## src/logic/tbo_pkg.sv

```systemverilog
// Functional notes
// Source 0 picks bias from two contacts; none gives 0%, else setting 1..3.
// Contact bias settings 600..1400 mean percentage equal to setting minus 1000.
// Configurer assigns terminal codes 42 and 43 to the two contacts.
// Source 1 or 2 takes bias from analog terminal 1 set to function 6.
// Source 3 runs auto-setting; bias resumes only after reselecting 1 or 2; code also resumes bias after source 0 is written.
// Filter setting other than 9999 shapes bias rise by first-order lag.
// Output torque follows bias command alone for the hold time.
// Without pre-excitation, bias applies together with the start signal.
// Bias active with terminal 1 function 6 makes terminal 1 a torque input.
// Then override with terminal 1 as main speed forces main speed to 0Hz.
// Deviation threshold 9999 disables speed deviation supervision.
// Deviation above threshold longer than deviation time trips fault.
// Output frequency clamps at set frequency plus overrun margin.
// Clamp never lowers after start; deceleration limits to command plus margin.
// Auto restart enabled clamps to maximum frequency plus margin.
// Configurer should set margin to 120Hz when encoder count is correct.
// Deviation time and margin writable only with encoder option fitted.
// Source 9999 applies no bias, rated torque 100%.
// Filter or hold time 9999 behaves as zero seconds.
// Deviation timer restarts when deviation falls to threshold or below.
package tbo_pkg;
  // ==========================================================
  // Register map (byte addresses)
  localparam logic [7:0] ADDR_SRC = 8'h00;
  localparam logic [7:0] ADDR_BIAS1 = 8'h04;
  localparam logic [7:0] ADDR_BIAS2 = 8'h08;
  localparam logic [7:0] ADDR_BIAS3 = 8'h0c;
  localparam logic [7:0] ADDR_FILT = 8'h10;
  localparam logic [7:0] ADDR_HOLD = 8'h14;
  localparam logic [7:0] ADDR_AIN1F = 8'h18;
  localparam logic [7:0] ADDR_AISEL = 8'h1c;
  localparam logic [7:0] ADDR_DTHR = 8'h20;
  localparam logic [7:0] ADDR_DTIME = 8'h24;
  localparam logic [7:0] ADDR_MARGIN = 8'h28;
  localparam logic [7:0] ADDR_RESTART = 8'h2c;
  localparam logic [7:0] ADDR_MAXF = 8'h30;
  localparam logic [7:0] ADDR_STATUS = 8'h34;
  localparam logic [7:0] ADDR_BIASOUT = 8'h38;
  localparam logic [7:0] ADDR_CLAMP = 8'h3c;
  // ==========================================================
  // Values and reset values
  localparam logic [15:0] NOT_SET = 16'h270f;
  localparam logic [15:0] BIAS_ZERO = 16'h03e8;
  localparam logic [15:0] BIAS_MIN = 16'h0258;
  localparam logic [15:0] BIAS_MAX = 16'h0578;
  localparam logic [15:0] RATED_PCT = 16'h0064;
  localparam logic [15:0] AIN1_TORQUE = 16'h0006;
  localparam logic [15:0] DTIME_RST = 16'h000a;
  localparam logic [15:0] MARGIN_RST = 16'h0014;
  localparam logic [15:0] MARGIN_MAX = 16'h0078;
  localparam logic [15:0] DTHR_MAX = 16'h001e;
  localparam logic [15:0] DTIME_MAX = 16'h03e8;
  localparam logic [15:0] MAXF_RST = 16'h0078;
  localparam logic [15:0] AISEL_OVR = 16'h0004;
  // Filter and hold times in 10 ms units, deviation time in 100 ms units
  localparam int TICK_NS = 10_000_000;
  localparam int CLK_NS = 5;
  localparam int TICK_CYC = TICK_NS / CLK_NS;
  localparam int DTIME_DIV = 10;
  // Status bit positions
  localparam int ST_FAULT = 0;
  localparam int ST_HOLD = 1;
  localparam int ST_AUTO = 2;
  localparam int ST_AIN1_TQ = 3;
  localparam int ST_MAIN0 = 4;
  localparam int ST_ENC = 5;
  typedef enum logic [1:0] {BS_IDLE, BS_RISE, BS_HOLD, BS_DONE} tbo_bias_e;
endpackage : tbo_pkg

```

## src/logic/tbo_guard.sv

```systemverilog
`timescale 1ns/1ps
module tbo_guard
  import tbo_pkg::*;
#(
  parameter int TICK_CYCLES = TICK_CYC
)(
  input wire logic hclk,
  input wire logic hresetn,
  input wire logic hsel,
  input wire logic [31:0] haddr,
  input wire logic [1:0] htrans,
  input wire logic hwrite,
  input wire logic [2:0] hsize,
  input wire logic [31:0] hwdata,
  input wire logic hready,
  output logic [31:0] hrdata,
  output logic hreadyout,
  output logic hresp,
  input wire logic contact_a,
  input wire logic contact_b,
  input wire logic start_in,
  input wire logic preexcite_in,
  input wire logic encoder_fitted,
  input wire logic vector_speed_ctl,
  input wire logic [15:0] analog_bias_pct,
  input wire logic [15:0] set_freq,
  input wire logic [15:0] speed_cmd,
  input wire logic [15:0] actual_speed,
  input wire logic decelerating,
  output logic signed [15:0] torque_bias,
  output logic bias_active,
  output logic ain1_torque_mode,
  output logic main_speed_zero,
  output logic [15:0] freq_clamp,
  output logic speed_deviation_fault,
  output logic auto_setting
);
  // ==========================================================
  // Pin synchronisers
  logic [4:0] pin_s1_q;
  logic [4:0] pin_s2_q;
  always_ff @(posedge hclk or negedge hresetn)
  begin
    if (!hresetn)
    begin
      pin_s1_q <= 5'h00;
      pin_s2_q <= 5'h00;
    end
    else
    begin
      pin_s1_q <= {vector_speed_ctl, encoder_fitted, preexcite_in,
                   contact_b, contact_a};
      pin_s2_q <= pin_s1_q;
    end
  end
  logic ca_s, cb_s, pre_s, enc_s, vec_s;
  assign ca_s = pin_s2_q[0];
  assign cb_s = pin_s2_q[1];
  assign pre_s = pin_s2_q[2];
  assign enc_s = pin_s2_q[3];
  assign vec_s = pin_s2_q[4];

  // ==========================================================
  // AHB-Lite slave, zero wait states
  logic wr_q;
  logic [7:0] wa_q;
  logic [15:0] src_q, b1_q, b2_q, b3_q, filt_q, hold_q, ain1f_q, aisel_q;
  logic [15:0] dthr_q, dtime_q, margin_q, restart_q, maxf_q;
  logic [15:0] wd;
  logic ok_bias;
  assign wd = hwdata[15:0];
  assign ok_bias = (wd >= BIAS_MIN && wd <= BIAS_MAX) || wd == NOT_SET;
  always_ff @(posedge hclk or negedge hresetn)
  begin
    if (!hresetn)
    begin
      wr_q <= 1'b0;
      wa_q <= 8'h00;
    end
    else
    begin
      wr_q <= hsel && hready && htrans[1] && hwrite;
      wa_q <= haddr[7:0];
    end
  end
  always_ff @(posedge hclk or negedge hresetn)
  begin
    if (!hresetn)
    begin
      src_q <= NOT_SET;
      b1_q <= NOT_SET;
      b2_q <= NOT_SET;
      b3_q <= NOT_SET;
      filt_q <= NOT_SET;
      hold_q <= NOT_SET;
      ain1f_q <= 16'h0000;
      aisel_q <= 16'h0000;
      dthr_q <= NOT_SET;
      dtime_q <= DTIME_RST;
      margin_q <= MARGIN_RST;
      restart_q <= NOT_SET;
      maxf_q <= MAXF_RST;
    end
    else if (wr_q)
    begin
      case (wa_q)
        ADDR_SRC: if (wd <= 16'h0003 || wd == NOT_SET) src_q <= wd;
        ADDR_BIAS1: if (ok_bias) b1_q <= wd;
        ADDR_BIAS2: if (ok_bias) b2_q <= wd;
        ADDR_BIAS3: if (ok_bias) b3_q <= wd;
        ADDR_FILT: filt_q <= wd;
        ADDR_HOLD: hold_q <= wd;
        ADDR_AIN1F: ain1f_q <= wd;
        ADDR_AISEL: aisel_q <= wd;
        ADDR_DTHR: if (wd <= DTHR_MAX || wd == NOT_SET) dthr_q <= wd;
        ADDR_DTIME: if (enc_s && wd <= DTIME_MAX) dtime_q <= wd;
        ADDR_MARGIN: if (enc_s && wd <= MARGIN_MAX) margin_q <= wd;
        ADDR_RESTART: restart_q <= wd;
        ADDR_MAXF: maxf_q <= wd;
        default: ;
      endcase
    end
  end
  logic [15:0] rd;
  always_comb
  begin
    rd = 16'h0000;
    case (haddr[7:0])
      ADDR_SRC: rd = src_q;
      ADDR_BIAS1: rd = b1_q;
      ADDR_BIAS2: rd = b2_q;
      ADDR_BIAS3: rd = b3_q;
      ADDR_FILT: rd = filt_q;
      ADDR_HOLD: rd = hold_q;
      ADDR_AIN1F: rd = ain1f_q;
      ADDR_AISEL: rd = aisel_q;
      ADDR_DTHR: rd = dthr_q;
      ADDR_DTIME: rd = dtime_q;
      ADDR_MARGIN: rd = margin_q;
      ADDR_RESTART: rd = restart_q;
      ADDR_MAXF: rd = maxf_q;
      ADDR_STATUS: rd = {10'h000, enc_s, main_speed_zero, ain1_torque_mode,
                         auto_setting, bias_active, speed_deviation_fault};
      ADDR_BIASOUT: rd = torque_bias;
      ADDR_CLAMP: rd = freq_clamp;
      default: rd = 16'h0000;
    endcase
  end
  always_ff @(posedge hclk or negedge hresetn)
  begin
    if (!hresetn)
      hrdata <= 32'h0000_0000;
    else if (hsel && hready && htrans[1] && !hwrite)
      hrdata <= {16'h0000, rd};
  end
  assign hreadyout = 1'b1;
  assign hresp = 1'b0;

  // ==========================================================
  // Bias target selection
  logic signed [15:0] target;
  logic [15:0] csel;
  always_comb
  begin
    csel = NOT_SET;
    target = 16'sh0000;
    case (src_q)
      16'h0000:
      begin
        case ({cb_s, ca_s})
          2'b01: csel = b1_q;
          2'b10: csel = b2_q;
          2'b11: csel = b3_q;
          default: csel = NOT_SET;
        endcase
        if (csel != NOT_SET)
          target = $signed(csel - BIAS_ZERO);
      end
      16'h0001, 16'h0002:
        if (ain1f_q == AIN1_TORQUE)
          target = $signed(analog_bias_pct);
      default: target = 16'sh0000;
    endcase
  end

  // ==========================================================
  // Rise filter and hold timer
  logic tick;
  tbo_tick #(.DIV(TICK_CYCLES)) u_tick (
    .hclk(hclk),
    .hresetn(hresetn),
    .tick(tick)
  );
  tbo_bias_e bs_q;
  logic start_q;
  logic [15:0] htim_q;
  logic signed [31:0] acc_q;
  logic no_filt;
  logic [15:0] hold_n;
  assign no_filt = filt_q == NOT_SET || filt_q == 16'h0000;
  assign hold_n = (hold_q == NOT_SET) ? 16'h0000 : hold_q;
  logic signed [31:0] err, fdiv;
  assign err = (32'(target) <<< 8) - acc_q;
  assign fdiv = $signed({16'h0000, filt_q});
  logic go;
  assign go = start_in && !start_q && !pre_s;
  always_ff @(posedge hclk or negedge hresetn)
  begin
    if (!hresetn)
    begin
      bs_q <= BS_IDLE;
      start_q <= 1'b0;
      htim_q <= 16'h0000;
      acc_q <= 32'sh0000_0000;
    end
    else
    begin
      start_q <= start_in;
      case (bs_q)
        BS_IDLE:
          if (go && src_q != NOT_SET && src_q != 16'h0003)
          begin
            bs_q <= BS_RISE;
            htim_q <= hold_n;
            acc_q <= no_filt ? 32'(target) <<< 8 : 32'sh0000_0000;
          end
        BS_RISE:
          if (no_filt || (acc_q >>> 8) == 32'(target))
            bs_q <= BS_HOLD;
          else if (tick)
            acc_q <= acc_q + (err > 32'sh0 ? err + fdiv - 32'sh1 : err)
                     / fdiv;
        BS_HOLD:
          if (htim_q == 16'h0000)
            bs_q <= BS_DONE;
          else if (tick)
            htim_q <= htim_q - 16'h0001;
        BS_DONE: ;
        default: bs_q <= BS_IDLE;
      endcase
      if (!start_in || src_q == NOT_SET)
        bs_q <= BS_IDLE;
    end
  end
  always_ff @(posedge hclk or negedge hresetn)
  begin
    if (!hresetn)
    begin
      torque_bias <= 16'sh0000;
      bias_active <= 1'b0;
      ain1_torque_mode <= 1'b0;
      main_speed_zero <= 1'b0;
      auto_setting <= 1'b0;
    end
    else
    begin
      torque_bias <= (bs_q == BS_RISE || bs_q == BS_HOLD)
                     ? acc_q[23:8] : 16'sh0000;
      bias_active <= bs_q == BS_RISE || bs_q == BS_HOLD;
      ain1_torque_mode <= bias_active && ain1f_q == AIN1_TORQUE;
      main_speed_zero <= bias_active && ain1f_q == AIN1_TORQUE
                         && aisel_q >= AISEL_OVR;
      auto_setting <= src_q == 16'h0003;
    end
  end

  // ==========================================================
  // Overrun clamp
  logic [15:0] peak_q;
  always_ff @(posedge hclk or negedge hresetn)
  begin
    if (!hresetn)
    begin
      peak_q <= 16'h0000;
      freq_clamp <= MARGIN_RST;
    end
    else
    begin
      if (!start_in)
        peak_q <= set_freq;
      else if (set_freq > peak_q)
        peak_q <= set_freq;
      if (restart_q != NOT_SET)
        freq_clamp <= 16'(maxf_q + margin_q);
      else if (decelerating)
        freq_clamp <= 16'(speed_cmd + margin_q);
      else
        freq_clamp <= 16'(peak_q + margin_q);
    end
  end

  // ==========================================================
  // Speed deviation supervision
  logic [15:0] dev;
  logic [31:0] dcnt_q;
  logic over;
  assign dev = speed_cmd > actual_speed ? speed_cmd - actual_speed
               : actual_speed - speed_cmd;
  assign over = dthr_q != NOT_SET && vec_s && dev > dthr_q;
  always_ff @(posedge hclk or negedge hresetn)
  begin
    if (!hresetn)
    begin
      dcnt_q <= 32'h0000_0000;
      speed_deviation_fault <= 1'b0;
    end
    else
    begin
      if (!over)
        dcnt_q <= 32'h0000_0000;
      else if (tick && dcnt_q != 32'hffff_ffff)
        dcnt_q <= dcnt_q + 32'h0000_0001;
      // Trip latches until reset; a drive fault needs an explicit reset
      if (over && dcnt_q > 32'(dtime_q) * DTIME_DIV)
        speed_deviation_fault <= 1'b1;
    end
  end

  // ==========================================================
  // Checks
  property p_dev_reset;
    @(posedge hclk) disable iff (!hresetn)
      !over |=> dcnt_q == 32'h0000_0000;
  endproperty
  a_dev_reset: assert property (p_dev_reset) else $error("timer kept");
  property p_no_sup;
    @(posedge hclk) disable iff (!hresetn)
      dthr_q == NOT_SET && !speed_deviation_fault |=> !speed_deviation_fault;
  endproperty
  a_no_sup: assert property (p_no_sup) else $error("trip disabled");
  property p_trip;
    @(posedge hclk) disable iff (!hresetn)
      over && dcnt_q > 32'(dtime_q) * DTIME_DIV |=> speed_deviation_fault;
  endproperty
  a_trip: assert property (p_trip) else $error("no trip");
  property p_clamp;
    @(posedge hclk) disable iff (!hresetn)
      restart_q == NOT_SET && !decelerating |=> freq_clamp ==
      $past(peak_q) + $past(margin_q);
  endproperty
  a_clamp: assert property (p_clamp) else $error("clamp wrong");
  property p_peak;
    @(posedge hclk) disable iff (!hresetn)
      start_in && $past(start_in) |-> peak_q >= $past(peak_q);
  endproperty
  a_peak: assert property (p_peak) else $error("clamp lowered");
  property p_restart;
    @(posedge hclk) disable iff (!hresetn)
      restart_q != NOT_SET |=> freq_clamp == $past(maxf_q) + $past(margin_q);
  endproperty
  a_restart: assert property (p_restart) else $error("restart clamp");
  property p_enc;
    @(posedge hclk) disable iff (!hresetn)
      !enc_s |=> $stable(margin_q) && $stable(dtime_q);
  endproperty
  a_enc: assert property (p_enc) else $error("write w/o encoder");
  property p_nobias;
    @(posedge hclk) disable iff (!hresetn)
      src_q == NOT_SET [*2] |=> torque_bias == 16'sh0000;
  endproperty
  a_nobias: assert property (p_nobias) else $error("bias w/o source");
  property p_tq;
    @(posedge hclk) disable iff (!hresetn)
      bias_active && ain1f_q == AIN1_TORQUE |=> ain1_torque_mode;
  endproperty
  a_tq: assert property (p_tq) else $error("terminal mode");
  property p_start;
    @(posedge hclk) disable iff (!hresetn)
      $rose(start_in) && !pre_s && src_q != NOT_SET && src_q != 16'h0003
      |=> bs_q == BS_RISE;
  endproperty
  a_start: assert property (p_start) else $error("bias late");
endmodule : tbo_guard

```

## src/logic/tbo_tick.sv

```systemverilog
`timescale 1ns/1ps
// ==========================================================
// Free-running tick divider
module tbo_tick
  import tbo_pkg::*;
#(
  parameter int DIV = 2
)(
  input wire logic hclk,
  input wire logic hresetn,
  output logic tick
);
  logic [31:0] cnt_q;
  always_ff @(posedge hclk or negedge hresetn)
  begin
    if (!hresetn)
    begin
      cnt_q <= 32'h0000_0000;
      tick <= 1'b0;
    end
    else if (cnt_q == 32'(DIV - 1))
    begin
      cnt_q <= 32'h0000_0000;
      tick <= 1'b1;
    end
    else
    begin
      cnt_q <= cnt_q + 32'h0000_0001;
      tick <= 1'b0;
    end
  end
endmodule : tbo_tick

```

## config.mk

```make
export PLATFORM = sky130hd
export DESIGN_NAME = tbo_guard
export DESIGN_NICKNAME = d
export VERILOG_FILES = /design/src/logic/tbo_pkg.sv /design/src/logic/tbo_guard.sv /design/src/logic/tbo_tick.sv
export SDC_FILE = /design/constraint.sdc
export NUM_CORES = 2
export LEC_CHECK = 0
export BUFFER_PORTS_ARGS = -buffer_cell sky130_fd_sc_hd__buf_2
export CAP_MARGIN = 10
export CORE_MARGIN = 2
export CORE_UTILIZATION = 45
export DETAILED_ROUTE_END_ITERATION = 16
export PLACE_DENSITY = 0.65
export SYNTH_ARGS = -nofsm -noshare
export SYNTH_HDL_FRONTEND = slang
export SYNTH_SLANG_ARGS = --single-unit
export TNS_END_PERCENT = 100
```

## constraint.sdc

```tcl
create_clock -name hclk -period 225.1 [get_ports hclk]
set_input_delay 11.255 -clock hclk [delete_from_list [all_inputs] [get_ports hclk]]
set_output_delay 11.255 -clock hclk [all_outputs]
set_load 0.005 [all_outputs]
```

## After elaboration in Yosys (flattened, before gate mapping)

Index checks and enable logic that the tools add are counted.

- Output and inout port bits: 71
- Bits in registers: 412

- Add/sub/neg operators: 13
- Reduce and logical (&&, ||, !) cells: 54
- Equality and inequality tests: 58
- Multipliers: 1
- $lt $le $gt $ge: 12
- Mux-type cells: 32
- Divide/modulo/power cells: 1

Operators by type and width:

| kind | number |
|---|---|
| $mux 32 | 8 |
| $pmux 16 s16 | 1 |
| $mux 16 | 13 |
| $eq 8x6->1 const B | 13 |
| $add 32x1->32 const B | 2 |
| $eq 16x14->1 const B | 4 |
| $eq 8x5->1 const B | 8 |
| $ne 16x14->1 const B | 4 |
| $pmux 16 s2 | 2 |
| $pmux 32 s2 | 1 |
| $add 16x16->16 | 3 |
| $gt 16x16->1 | 3 |
| $logic_not 16->1 | 3 |
| $pmux 16 s3 | 1 |
| $add 32x17->32 | 1 |
| $add 32x32->32 | 1 |
| $div 32x17->32 | 1 |
| $eq 16x2->1 const B | 2 |
| $eq 32x21->1 const B | 1 |
| $eq 8x4->1 const B | 4 |
| $gt 32x1->1 const B | 1 |
| $gt 32x20->1 | 1 |
| $ne 32x32->1 const B | 1 |
| $sub 16x16->16 | 2 |
| 36 further kinds | 90 |

## Depth between registers and ports, before layout

- Depth after elaboration: 15
- Depth in mapped cells: 629
- Gate-level depth less buffers: 569

## Modules after synthesis

Synthesis repeated with hierarchy kept, for this count alone.

- Cells, all modules: 6556
- Area, all modules: 52629.2 µm²

By module, submodules not included:

| module | cells an instance | area an instance (µm²) | times used | sequential area each (µm²) |
|---|---|---|---|---|
| tbo_guard | 6408 | 51010.2 | 1 | 9576.7 |
| tbo_tick | 148 | 1619.1 | 1 | 825.8 |

## Worst setup path after synthesis

Ideal clock, no wire load.

- Path kind: input-to-reg
- Start point: in analog_bias_pct[15]
- End point: reg acc_q[31]
- Stages: 606
- Path buffers: 62
- Required time: 224957 ps
- Setup time: 143 ps
- Slack: 102016 ps
- Arrival: 122940 ps
- Cells stage by stage: nand2_1 -> o21ai_0 -> ha_1 -> clkbuf_1 -> and3_1 -> o211a_1 -> a21oi_1 -> o21bai_1 -> a211oi_1 -> a21oi_1 -> xnor3_1 -> inv_2 -> buf_1 -> ha_1 -> nand4_1 -> nor4b_1 -> nand4_1 -> or4_1 -> [... 570 more ...] -> o21bai_1 -> a21oi_1 -> o21bai_1 -> a21oi_1 -> o21bai_1 -> a21oi_1 -> o21bai_1 -> a21oi_1 -> nor2b_1 -> o21a_1 -> o21a_1 -> o21a_1 -> o21ai_0 -> nand2b_1 -> a21oi_1 -> xnor2_1 -> xnor2_1 -> o22ai_1

- Longest elaborated chain between the ends: 11
- Elaborated cells between the ends (all ways): 18
- Those cells by class: add/sub: 4; div: 1; order compare: 1; eq/ne: 2; mux: 8; reduce/logical: 2

RTL lines:

| item | line | RTL |
|---|---|---|
| start: declaration | tbo_guard.sv:25 | `input wire logic [15:0] analog_bias_pct,` |
| $mux 16 (*) | tbo_guard.sv:180 | `if (ain1f_q == AIN1_TORQUE)` |
| $pmux 16 s2 (*) | tbo_guard.sv:167 | `case (src_q)` |
| $sub 24x32->32 | tbo_guard.sv:203 | `assign err = (32'(target) <<< 8) - acc_q;` |
| $add 32x17->32 | tbo_guard.sv:231 | `acc_q <= acc_q + (err > 32'sh0 ? err + fdiv - 32'sh1 : err)` |
| $sub 32x2->32 | tbo_guard.sv:231 |  |
| $mux 32 | tbo_guard.sv:231 |  |
| $div 32x17->32 | tbo_guard.sv:232 | `/ fdiv;` |
| $add 32x32->32 | tbo_guard.sv:231 |  |
| $mux 32 | tbo_guard.sv:230 | `else if (tick)` |
| $mux 32 | tbo_guard.sv:228 | `if (no_filt \|\| (acc_q >>> 8) == 32'(target))` |
| $pmux 32 s2 | tbo_guard.sv:219 | `case (bs_q)` |
| end signal: assignment | tbo_guard.sv:225 | `acc_q <= no_filt ? 32'(target) <<< 8 : 32'sh0000_0000;` |
| end signal: assignment | tbo_guard.sv:231 |  |
| end: declaration | tbo_guard.sv:197 | `logic signed [31:0] acc_q;` |

Mark *: on every way between the ends. The rest lies on a longest branch, timed or not. The select of a mux whose other input is x is not followed.
A chain may end at the register's enable or synchronous reset.

## Final worst setup path

- Start point: in analog_bias_pct[0]
- End point: reg acc_q[31]

Same word-level chain as after synthesis.

==> results.yml <==
routing:
  viasPerCell: 6.26
  drtIter0Drc: 4707
  drc: 0
  wirelength_mm: 177
  ant_nets: 0
  drt-pass1-iter-count: 6
  vias: 51902
  wl_per_cell_microns: 21.4
global_routing:
  grt_pass1_vias: 49720
  antenna_found_initial: 5
  grt_max_degree: 183
  track_usage_pct: 28.5
  grt_pass1_wl_mm: 278
  overflow: 0
clock_tree:
  clkSlewWorstSetupHoldPaths_ps: 60
  cts_buffer_depth: 3
  cts_tree: "done"
  root_buffer: "clkbuf_16"
  cts_resized: 0
  cts_setup_buffers: 0
  clock-sinks: 412
  cts_buffers: 46
  clk_latency_ps: 610
  hold_buffers: 0
  h-tree-depth: 2
run:
  cap_violations: 0
worst_setup_path:
  worstSetupPathType: "in -> reg"
  r2r-end: "acc_q[31]"
  critPathMaxFanout: 45
  timing.critical_path.mode_cell: "o21a_1"
  critPathRequiredTime_ps: 225560
  startpoint_type: "primary input"
  rr_startpoint: "pin_s2_q[0]"
  cp_slowest_stage_delay_ps: 850
  regToRegSetupSlack_ps: 97740
  cp-endpoint: "acc_q[31]"
  worst_setup_path_end_kind: "flop"
  startpoint: "analog_bias_pct[0]"
  crit_slowest_cell: "o21bai_1"
  critPathArrivalTime_ps: 135590
  reg2reg_depth: 565
yosys:
  ys_top_cells_by_area: "dfrtp_1 16%, ha_1 15%, mux2_2 4.4%"
  synth_edf_count: 0
  yosysTopAreaCell: "dfrtp_1"
  async_reset_ff_share_pct: 100
  synth.distinct_cells: 134
  seq_area_frac_synth_pct: 19.7
  postSynthCellCount: 6675
  ys_seq_elements: 412
  synthesis.area_sq_um: 52800
  synthFlopType: "dfrtp_1"
  yosysWarnings: 0
  syn_area_per_cell_sq_um: 7.91
  synth_top_cell_area_share_pct: 16.0
final_layout:
  synthToLayoutAreaGrowth_pct: 7.78
  drive_above_1_share_pct: 11.5
  layoutNonFillerInstCount: 8290
  fillers: 11343
  regArea_sq_um: 10400
  multi_input_area_sq_um: 40300
  final_nets: 7506
timing:
  skew_ps: 38.7
  worst_pin_slew_ps: 1320
  fin_crit_sh_pct: 60.0
  rsz0062_at_grt: "no"
  max_freq_mhz: 7.40
  finalCriticalPeriod_ps: 135140
  finalSetupViolCount: 0
  maxSlewViolCount: 0
  slew_headroom_pct: 12.2
  final-hold-violation-count: 0
  setup_tns_ps: 0
placed_design:
  gp_congestion: 0.993
  portBuffers: 153
  dp_hpwl_mm: 140
  placedCellCount: 8200
die:
  die_w_microns: 347
  initial_core_util_pct: 45.4
  coreArea_sq_um: 116000
  dieArea_sq_um: 120000
  row_count: 125
  die_h_microns: 347
  io_pins: 216
hold_path:
  hp-class: "reg -> reg"
outcome:
  status: "finished clean"
## cells in the mapped netlist (all sizes together) (179+ instances only)
| cell | instances |
|---|---|
| xnor2 | 233 |
| a21oi | 408 |
| mux2 | 213 |
| dfrtp | 338 |
| nor2 | 569 |
| clkbuf | 179 |
| inv | 314 |
| o21ai | 381 |
| o21a | 291 |
| nand2 | 589 |
| nor3 | 354 |
| ha | 631 |
## cell type report
type,count,share of cell area [%]
Antenna cell,4,0.0176
Tap cell,1524,3.35
Timing Repair Buffer,235,2.47
Clock inverter,23,0.664
Multi-Input combinational cell,5712,70.9
Clock buffer,63,2.26
Sequential cell,412,18.3
Inverter,317,2.09
## sequential cells by signal, summed over array words and instances, names as in the netlist, 16 cells and up
register      count
hold_q           16
dthr_q           16
aisel_q          16
b3_q             16
acc_q            32
freq_clamp       16
torque_bias      16
peak_q           16
b2_q             16
restart_q        16
dtime_q          16
u_tick.cnt_q     32
dcnt_q           32
src_q            16
hrdata           16
filt_q           16
maxf_q           16
ain1f_q          16
b1_q             16
margin_q         16
htim_q           16
## per-stage QoR
stage          util, %  setup slack (ps)  area (sq um)  hold WS (ps)
3_5_place_dp      47.5             91110         55200           336
2_1_floorplan        -            102020         52900           331
5_1_grt           49.0             80530         56900           369
4_1_cts           49.0             91220         56900           350
6_report          49.0             89960         56900           348
3_3_place_gp      47.5             92440         55200           338
## kinds of logic after synthesis
| group | count (synthesis) | synth area share, % |
|---|---|---|
| adders and majority gates | 638 | 15.2 |
| buffers and inverters | 567 | 4.27 |
| and+or+nand+nor | 2393 | 22.7 |
| AOI/OAI and AO/OA | 1997 | 25.9 |
| muxes | 288 | 5.97 |
| other | 2 | 0.0142 |
| DFF | 412 | 19.7 |
| xor gates and xnor gates | 378 | 6.33 |
## worst min path at each step
stage                        to  slack (ps)  cells past startpoint   startpoint
floorplan           pin_s2_q[0]         330                      0  pin_s1_q[0]
global placement    pin_s2_q[3]         340                      0  pin_s1_q[3]
detailed placement  pin_s2_q[2]         340                      0  pin_s1_q[2]
CTS                 pin_s2_q[2]         350                      0  pin_s1_q[2]
global route        pin_s2_q[2]         370                      0  pin_s1_q[2]
finish              pin_s2_q[2]         350                      0  pin_s1_q[2]
## cell usage in the layout (no fill, tap or decap), types with 144 or more instances in the layout
master and instances:
o21a_1 289, nand3_1 150, nor3_1 345, o21ai_0 349, buf_2 152, ha_1 631
a21oi_1 404, mux2_2 207, inv_1 309, nand2_1 587, xnor2_1 231, xor2_1 144
dfrtp_1 338, nor2_1 551
## critical path: cells and delay by family
family          cells  cell delay, ps
xor+xnor            4             830
mux                 4            1270
fa+ha+maj          36           11060
compound gates    352           76230
simple gates      131           27610
buf+inv            31            6870
## per-layer routing
layer	vias up	part of all wire [%]	GRT usage (%)
li1	24904	-	-
met4	0	5.7	14.1
met1	24799	42	36.4
met5	-	0	0
met2	1824	45	46.8
met3	375	7.5	4.29
Power is not shown: default switching activity piles up to over one toggle a cycle in this logic, so the estimate is an artifact.
